[src/rtl/cdp_defines.svh]
// Constants of the configuration data port: widths, codes, timing counts
`ifndef CDP_DEFINES_SVH
`define CDP_DEFINES_SVH
`define CDP_ADDR_LOW_W    18
// Idle levels of the synchronised pins: selects off, strobes high
`define CDP_PIN_IDLE      14'h0b00
`define CDP_ADDR_HIGH_W   4
`define CDP_ADDR_UP_START 22'h000000
`define CDP_ADDR_DN_START 22'h3fffff
`define CDP_CLK_HZ        25000000
`define CDP_SLOW_HZ       1000000
`define CDP_FAST_HZ       8000000
// Half period counts of the generated configuration clock, rounded down
`define CDP_SLOW_HALF     ((`CDP_CLK_HZ / `CDP_SLOW_HZ) / 2)
`define CDP_FAST_HALF     ((`CDP_CLK_HZ / `CDP_FAST_HZ) / 2)
`define CDP_MODE_MSER     3'h0
`define CDP_MODE_SSER     3'h7
`define CDP_MODE_MPUP     3'h4
`define CDP_MODE_MPDN     3'h6
`define CDP_MODE_PSYN     3'h3
`define CDP_MODE_PASY     3'h5
`endif

[src/rtl/cdp_pkg.sv]
// Types of the configuration data port
package cdp_pkg;
  typedef enum logic [1:0] {
    CDP_IDLE  = 2'b00,
    CDP_FETCH = 2'b01,
    CDP_SHIFT = 2'b10
  } cdp_state_type;
endpackage

[src/rtl/cdp_port.sv]
// Configuration data port: peripheral byte port, PROM master, serial chain
`timescale 1ns/100ps
`include "cdp_defines.svh"
// What this block does
// - Selected while low select low, high select high
// - Selected write strobe low captures byte
// - Selected read strobe: top line status, others high
// - Both strobes low: write wins over read
// - Express mode: high select is serial enable
// - Master parallel drives 18-bit PROM address
// - Wide variant adds 4 upper address outputs
// - Peripheral modes accept bytes on eight inputs
// - Serial modes sample data on rising clock
// - Master parallel: serial input is byte bit zero
// - Forward data, change on falling, 1.5 periods later
// - Express: serial output enables downstream device
// - After configuration release all port pins
// - Up starts zero increments; down all-ones decrements
// - Master generates clock, slow then optional fast
// - Master parallel serializes each received byte
module cdp_port #(
  parameter bit WIDE_ADDR = 1'b1
) (
  // Clock and reset
  input  wire logic        clock,
  input  wire logic        sys_rst,
  // Mode and phase control
  input  wire logic [2:0]  cfg_mode,
  input  wire logic        express_mode,
  input  wire logic        fast_rate,
  input  wire logic        config_done,
  // Peripheral port
  input  wire logic        select_active_low,
  input  wire logic        select_active_high,
  input  wire logic        write_strobe_n,
  input  wire logic        read_strobe_n,
  input  wire logic [7:0]  parallel_config_bus_in,
  output logic      [7:0]  parallel_config_bus_out,
  output logic      [7:0]  parallel_config_bus_oe_n,
  // Serial chain
  input  wire logic        serial_data_in,
  output logic             serial_data_out,
  output logic             serial_data_out_oe_n,
  // Configuration clock, driven in master modes, sampled otherwise
  input  wire logic        cfg_clock_in,
  output logic             cfg_clock_out,
  output logic             cfg_clock_oe_n,
  // PROM address
  output logic [17:0]      prom_addr_low,
  output logic [3:0]       prom_addr_high,
  output logic             prom_addr_oe_n,
  // Internal frame stream
  output logic             frame_bit,
  output logic             frame_bit_valid
);
  import cdp_pkg::*;

  // Two-flop synchronisers for the port, serial and clock pins, not the mode pins; reset to the idle pin
  // levels so that no false strobe or clock edge follows a reset
  logic [13:0] pin_meta_reg;
  logic [13:0] pin_sync_reg;
  always_ff @(posedge clock or posedge sys_rst) begin
    if (sys_rst) begin
      pin_meta_reg <= `CDP_PIN_IDLE;
      pin_sync_reg <= `CDP_PIN_IDLE;
    end else begin
      pin_meta_reg <= {cfg_clock_in, serial_data_in, select_active_low,
                       select_active_high, write_strobe_n, read_strobe_n,
                       parallel_config_bus_in};
      pin_sync_reg <= pin_meta_reg;
    end
  end

  logic       ext_clk;
  logic       din_s;
  logic       sel_n_s;
  logic       sel_s;
  logic       ws_n_s;
  logic       rs_n_s;
  logic [7:0] bus_s;
  assign {ext_clk, din_s, sel_n_s, sel_s, ws_n_s, rs_n_s, bus_s} =
         pin_sync_reg;

  // Mode decode
  logic is_master;
  logic is_mpar;
  logic is_periph;
  logic selected;
  logic do_write;
  logic do_read;
  assign is_mpar   = (cfg_mode == `CDP_MODE_MPUP) ||
                     (cfg_mode == `CDP_MODE_MPDN);
  assign is_master = is_mpar || (cfg_mode == `CDP_MODE_MSER) ||
                     (cfg_mode == `CDP_MODE_PASY);
  assign is_periph = (cfg_mode == `CDP_MODE_PASY) ||
                     (cfg_mode == `CDP_MODE_PSYN);
  assign selected  = !sel_n_s && sel_s;
  assign do_write  = is_periph && selected && !ws_n_s;
  assign do_read   = is_periph && selected && !rs_n_s && ws_n_s;

  // Strobe edge: one byte per low pulse, however long the host holds it
  logic ws_n_last_reg;
  always_ff @(posedge clock or posedge sys_rst) begin
    if (sys_rst) ws_n_last_reg <= 1'b1;
    else ws_n_last_reg <= ws_n_s;
  end

  // Generated configuration clock; slow rate until fast is requested
  logic [3:0] div_reg;
  logic       gclk_reg;
  logic [3:0] half_cnt;
  assign half_cnt = fast_rate ? 4'(`CDP_FAST_HALF - 1)
                              : 4'(`CDP_SLOW_HALF - 1);
  always_ff @(posedge clock or posedge sys_rst) begin
    if (sys_rst) begin
      div_reg  <= 4'h0;
      gclk_reg <= 1'b0;
    end else if (!is_master || config_done) begin
      div_reg  <= 4'h0;
      gclk_reg <= 1'b0;
    end else if (div_reg >= half_cnt) begin
      div_reg  <= 4'h0;
      gclk_reg <= !gclk_reg;
    end else begin
      div_reg <= div_reg + 4'h1;
    end
  end

  // Edge detect on the clock actually in use
  logic cfg_clock;
  logic cfg_clock_last_reg;
  logic rise;
  logic fall;
  assign cfg_clock = is_master ? gclk_reg : ext_clk;
  always_ff @(posedge clock or posedge sys_rst) begin
    if (sys_rst) cfg_clock_last_reg <= 1'b0;
    else cfg_clock_last_reg <= cfg_clock;
  end
  assign rise = cfg_clock && !cfg_clock_last_reg;
  assign fall = !cfg_clock && cfg_clock_last_reg;

  // Byte loader: one buffer, shifted out msb first one bit per rising edge
  cdp_state_type state_reg;
  logic [7:0]    shift_reg;
  logic [2:0]    bit_cnt_reg;
  logic          buf_full_reg;
  logic [7:0]    buf_reg;
  logic [21:0]   addr_reg;
  always_ff @(posedge clock or posedge sys_rst) begin
    if (sys_rst) begin
      buf_full_reg <= 1'b0;
      buf_reg      <= 8'h00;
    end else if (do_write && ws_n_last_reg && !buf_full_reg) begin
      buf_reg      <= bus_s;
      buf_full_reg <= 1'b1;
    end else if (state_reg == CDP_IDLE && buf_full_reg && is_periph) begin
      buf_full_reg <= 1'b0;
    end
  end

  // Serial path and master parallel fetch; address prepared before use
  always_ff @(posedge clock or posedge sys_rst) begin
    if (sys_rst) begin
      state_reg   <= CDP_IDLE;
      shift_reg   <= 8'h00;
      bit_cnt_reg <= 3'h0;
      addr_reg    <= `CDP_ADDR_UP_START;
      frame_bit   <= 1'b0;
      frame_bit_valid <= 1'b0;
    end else begin
      frame_bit_valid <= 1'b0;
      case (state_reg)
        CDP_IDLE: begin
          if (config_done) begin
            state_reg <= CDP_IDLE;
          end else if (is_periph && buf_full_reg) begin
            shift_reg   <= buf_reg;
            bit_cnt_reg <= 3'h0;
            state_reg   <= CDP_SHIFT;
          end else if (is_mpar) begin
            addr_reg  <= (cfg_mode == `CDP_MODE_MPDN) ?
                         `CDP_ADDR_DN_START : `CDP_ADDR_UP_START;
            state_reg <= CDP_FETCH;
          end else if (rise && !is_periph) begin
            // Peripheral modes take their bits from the buffer only
            frame_bit       <= din_s;
            frame_bit_valid <= 1'b1;
          end
        end
        CDP_FETCH: begin
          if (rise) begin
            // Bit zero is the serial input pin itself
            shift_reg   <= {bus_s[7:1], din_s};
            bit_cnt_reg <= 3'h0;
            addr_reg    <= (cfg_mode == `CDP_MODE_MPDN) ?
                           addr_reg - 22'h1 : addr_reg + 22'h1;
            state_reg   <= CDP_SHIFT;
          end
        end
        CDP_SHIFT: begin
          if (rise) begin
            frame_bit       <= shift_reg[7];
            frame_bit_valid <= 1'b1;
            shift_reg       <= {shift_reg[6:0], 1'b0};
            bit_cnt_reg     <= bit_cnt_reg + 3'h1;
            if (bit_cnt_reg == 3'h7) begin
              state_reg <= (is_mpar && !config_done) ? CDP_FETCH : CDP_IDLE;
            end
          end
        end
        default: state_reg <= CDP_IDLE;
      endcase
    end
  end

  // Forward path: bit taken on a rising edge, stepped on the next falling
  // edge after the following rise, giving one and a half periods of delay
  logic hold_a_reg;
  logic hold_b_reg;
  always_ff @(posedge clock or posedge sys_rst) begin
    if (sys_rst) begin
      hold_a_reg <= 1'b0;
      hold_b_reg <= 1'b0;
    end else if (rise) begin
      hold_a_reg <= din_s;
      hold_b_reg <= hold_a_reg;
    end
  end

  // Pin drivers; every output registered, released after configuration
  always_ff @(posedge clock or posedge sys_rst) begin
    if (sys_rst) begin
      serial_data_out         <= 1'b1;
      serial_data_out_oe_n    <= 1'b1;
      parallel_config_bus_out <= 8'hff;
      parallel_config_bus_oe_n <= 8'hff;
      prom_addr_low           <= 18'h00000;
      prom_addr_high          <= 4'h0;
      prom_addr_oe_n          <= 1'b1;
      cfg_clock_out           <= 1'b0;
      cfg_clock_oe_n          <= 1'b1;
    end else if (config_done) begin
      serial_data_out_oe_n     <= 1'b1;
      parallel_config_bus_oe_n <= 8'hff;
      prom_addr_oe_n           <= 1'b1;
      cfg_clock_oe_n           <= 1'b1;
    end else begin
      serial_data_out_oe_n <= 1'b0;
      if (express_mode) begin
        // Downstream enabled while high select is high with no byte buffered or being shifted
        serial_data_out <= sel_s && (state_reg == CDP_IDLE)
                           && !buf_full_reg;
      end else if (fall) begin
        serial_data_out <= hold_b_reg;
      end
      // Status read: top line ready flag, lower lines high
      parallel_config_bus_out  <= {!buf_full_reg, 7'h7f};
      parallel_config_bus_oe_n <= do_read ? 8'h00 : 8'hff;
      prom_addr_low  <= addr_reg[17:0];
      prom_addr_high <= WIDE_ADDR ? addr_reg[21:18] : 4'h0;
      // Address pins driven only once the start address is loaded
      prom_addr_oe_n <= !(is_mpar && state_reg != CDP_IDLE);
      cfg_clock_out  <= gclk_reg;
      cfg_clock_oe_n <= !is_master;
    end
  end
endmodule

[config.mk]
export PLATFORM = sky130hd
export DESIGN_NAME = cdp_port
export DESIGN_NICKNAME = d
export VERILOG_FILES = /design/src/rtl/cdp_pkg.sv /design/src/rtl/cdp_port.sv
export VERILOG_INCLUDE_DIRS = /design/src /design/src/rtl
export SDC_FILE = /design/constraint.sdc
export NUM_CORES = 1
export LEC_CHECK = 0
export ABC_AREA = 0
export BUFFER_PORTS_ARGS = -buffer_cell sky130_fd_sc_hd__clkbuf_2
export CAP_MARGIN = 20
export CORE_ASPECT_RATIO = 0.6
export CORE_MARGIN = 2
export CORE_UTILIZATION = 53
export CTS_CLUSTER_DIAMETER = 30
export DETAILED_ROUTE_END_ITERATION = 6
export PLACE_DENSITY = 0.88
export SLEW_MARGIN = 25
export SYNTH_ARGS = -nofsm -noshare
export SYNTH_HDL_FRONTEND = slang
export SYNTH_SLANG_ARGS = --single-unit
export TNS_END_PERCENT = 50
[constraint.sdc]
create_clock -name clock -period 3.3 [get_ports clock]
set_input_delay 0.33 -clock clock [delete_from_list [all_inputs] [get_ports clock]]
set_output_delay 0.33 -clock clock [all_outputs]
set_load 0.01 [all_outputs]
==> impl_metrics.yaml <==
outcome:
  outcome: "finished clean"
placement:
  port_buffers: 59
  hpwl_um: 8540
  gp_routability_congestion: 0.933
  placement.cell_area_mm2: 0.00609
pwr:
  seq_power_share_pct: 42.6
  comb_power_share_pct: 33.9
  switchingPower_mw: 1.66
  share_clk_of_total_power_pct: 23.5
  p_total_mw: 4.61
  internal-power_mw: 2.95
  power_switching_share_pct: 35.9
  vdd.ir_drop.worst_mv: 0.361
  cellPowerDensity_mw_per_mm2: 721
  total_leakage_power_nw: 3.07
synthesis:
  synth_top_cells_by_area: "dfrtp_1, mux2_2, ha_1, dfstp_2, nand2_1"
  synth_largest_type_area_fraction_pct: 43.5
  yosysTopAreaCell: "dfrtp_1"
  syn-cell-area_mm2: 0.00570
  syn_inst: 532
  dominantRegCellSynth: "dfrtp_1"
  synth_warnings: 0
  synth-async-reset-ratio_pct: 100
  synth.avg_cell_area_um2: 10.7
  edff_count_synth: 0
  synth.ff_latch_count: 112
  seq_area_frac_synth_pct: 49.5
  synth.lib_cells_used.distinct: 63
clock_tree:
  clkSlewWorstSetupHoldPaths_ns: 0.07
  clock-sinks: 112
  cts_max_path_buffers: 2
  post_cts_resize_count: 0
  cts_made_buffers: 9
  worst_skew_pair_later_pin_latency_ns: 0.36
  tritoncts_clock_tree: "built"
  htreeDepth: 3
  cts_hold_repair.buffers: 0
  root_buffer: "clkbuf_16"
  postCtsSetupRepairBufs: 0
run:
  drv_cap: 0
timing:
  worst_hold_slack_ns: 0.0115
  post-route-period-util_pct: 87.0
  drv_slew: 0
  setup_total_negative_slack_ns: 0
  period_needed_ns: 2.87
  report.final.setup_viol: 0
  finClkSkew_ns: 0.00898
  grt_setup_unrepaired: "false"
  slew-limit-headroom_pct: 42.5
  fmaxAchievable_ghz: 0.348
  final-hold-violation-count: 0
  worstMarginPinSlew_ns: 0.861
finish:
  finish.instance_area_mm2: 0.00639
  layout.core_utilization_pct: 60.7
  area_growth_syn_to_layout_pct: 12.1
  largest_reg_flops: 22
  antennaDiodeCount: 0
  post_route_cells_drive_above_1_share_pct: 26.3
  num-nets-final: 641
detailed_routing:
  detailed_routing_iteration_count_for_the_pre_antenna_repair_pass: 5
  avgRoutedWirePerCell_um: 16.2
  remaining_drc_errors: 0
  dr.first_iter.drc_count: 391
  routed-via-count: 4239
  vias_per_cell: 5.79
  ant_nets: 0
  totalWireLength_um: 11800
setup_path:
  setup.worst_path.end_class: "flip-flop"
  critical_path_required_ns: 3.56
  arrival_time_of_data_at_the_critical_path_endpoint_ns: 3.13
  critical_path_peak_fanout: 20
  critical_path.startpoint_type: "flip-flop"
  worst-setup-path-type: "flip-flop to flip-flop"
min_path:
  hold_path.class: "input port to asynchronous set/reset pin"
global_routing:
  grt-ovfl-total: 0
  grt_pass1_vias: 4008
  grt_max_degree: 47
  wire_length_of_the_first_global_routing_pass_um: 19900
  initial_antenna_violation_count: 0
  global_route.usage.total_pct: 21.7
die:
  floorplan.die_area_mm2: 0.0116
  chipWidth_um: 138
  row_count: 29
  initial_core_util_pct: 54.2
  area_of_the_core_mm2: 0.0105
  top_level_ports: 67
  fp.dieH_um: 84.3
[power groups by stage]
stage               logic, mW  registers (mW)  clock network, mW
floorplan                1.13            1.97                  0
global placement         1.48            1.96                  0
detailed placement       1.55            1.99                  0
CTS                      1.56            1.96               1.10
global route             1.74            2.01               1.16
finish                   1.56            1.96               1.08
[logic make-up after synthesis]
logic type               after synthesis  share of synthesized area (%)
buffers and inverters                 53                           5.14
multiplexers                          39                           7.62
AND/OR/NAND/NOR                      135                           11.4
other                                  1                         0.0658
flip-flops                           112                           49.5
XOR/XNOR                              19                           2.92
AO/OA/AOI/OAI                        142                           16.5
adder cells (fa/ha/maj)               31                           6.94
[area by class of cell]
cell class	count	area (µm²)
multi-input combinational	373	2610
sequential	112	2820
clock inverter	5	45.0
inverter	18	70.1
clock buffer	11	253
tap	139	174
fill	837	4130
timing repair buffer	74	420
[per-stage QoR]
step,setup WS [ns],instances
2_1_floorplan,0.0325,538
5_1_grt,0.152,732
3_3_place_gp,0.203,716
3_5_place_dp,0.152,716
4_1_cts,0.447,732
6_report,0.428,732
[routing by layer]
layer  wire length, µm  global-route usage, %
met1              5620                   32.1
met2              5290                   32.6
met3               814                   4.89
met4               105                   5.57
met5                 0                      0
[cell usage in the layout (no fill, tap or decap), drive strengths merged, types with 14 or more instances in the layout]
master | synthesis | final
nor2 | 30 | 30
o21ai | 42 | 42
nand2 | 58 | 58
ha | 30 | 30
inv | 18 | 22
dfrtp | 99 | 99
clkbuf | 13 | 70
buf | 22 | 15
nand3 | 14 | 14
a21oi | 38 | 38
mux2 | 35 | 35
[cells in the mapped netlist (all sizes together) (3+ instances only)]
cell	instances
a211oi	5
a21o	8
a21oi	38
a221o	9
a22oi	8
a31oi	7
and3	7
buf	22
clkbuf	13
dfrtp	99
dfstp	13
ha	30
inv	18
mux2	35
mux2i	4
nand2	58
nand2b	4
nand3	14
nor2	30
nor2b	4
nor3	4
nor3b	3
nor4	4
o21a	3
o21ai	42
o221ai	3
xnor2	13
xor2	6
[critical path: stages (launching register included)]
cell and delay [ns]:
dfrtp_1 0.45, inv_1 0.12, ha_1 0.27, inv_1 0.18, o21ai_0 0.33, nor4_4 0.07, nor2_2 0.69, nor4_1 0.11
mux2_1 0.34, a311oi_1 0.23
[final timing paths]
check,start,to,slack [ns],cells past startpoint
setup reg to reg,state_reg[0]$_DFFE_PP0P_,addr_reg[20]$_DFFE_PP0P_,0.43,9
hold / removal,sys_rst,div_reg[2]$_DFF_PP0_,0.01,2
setup / recovery,state_reg[0]$_DFFE_PP0P_,addr_reg[20]$_DFFE_PP0P_,0.43,9
hold reg to reg,pin_meta_reg[5]$_DFF_PP0_,pin_sync_reg[5]$_DFF_PP0_,0.35,0
min in group clock,select_active_low,pin_meta_reg[11]$_DFF_PP1_,0.05,1
max in group asynchronous,sys_rst,addr_reg[15]$_DFFE_PP0P_,2.57,3
No activity file was read; power rests on OpenSTA's default activity.
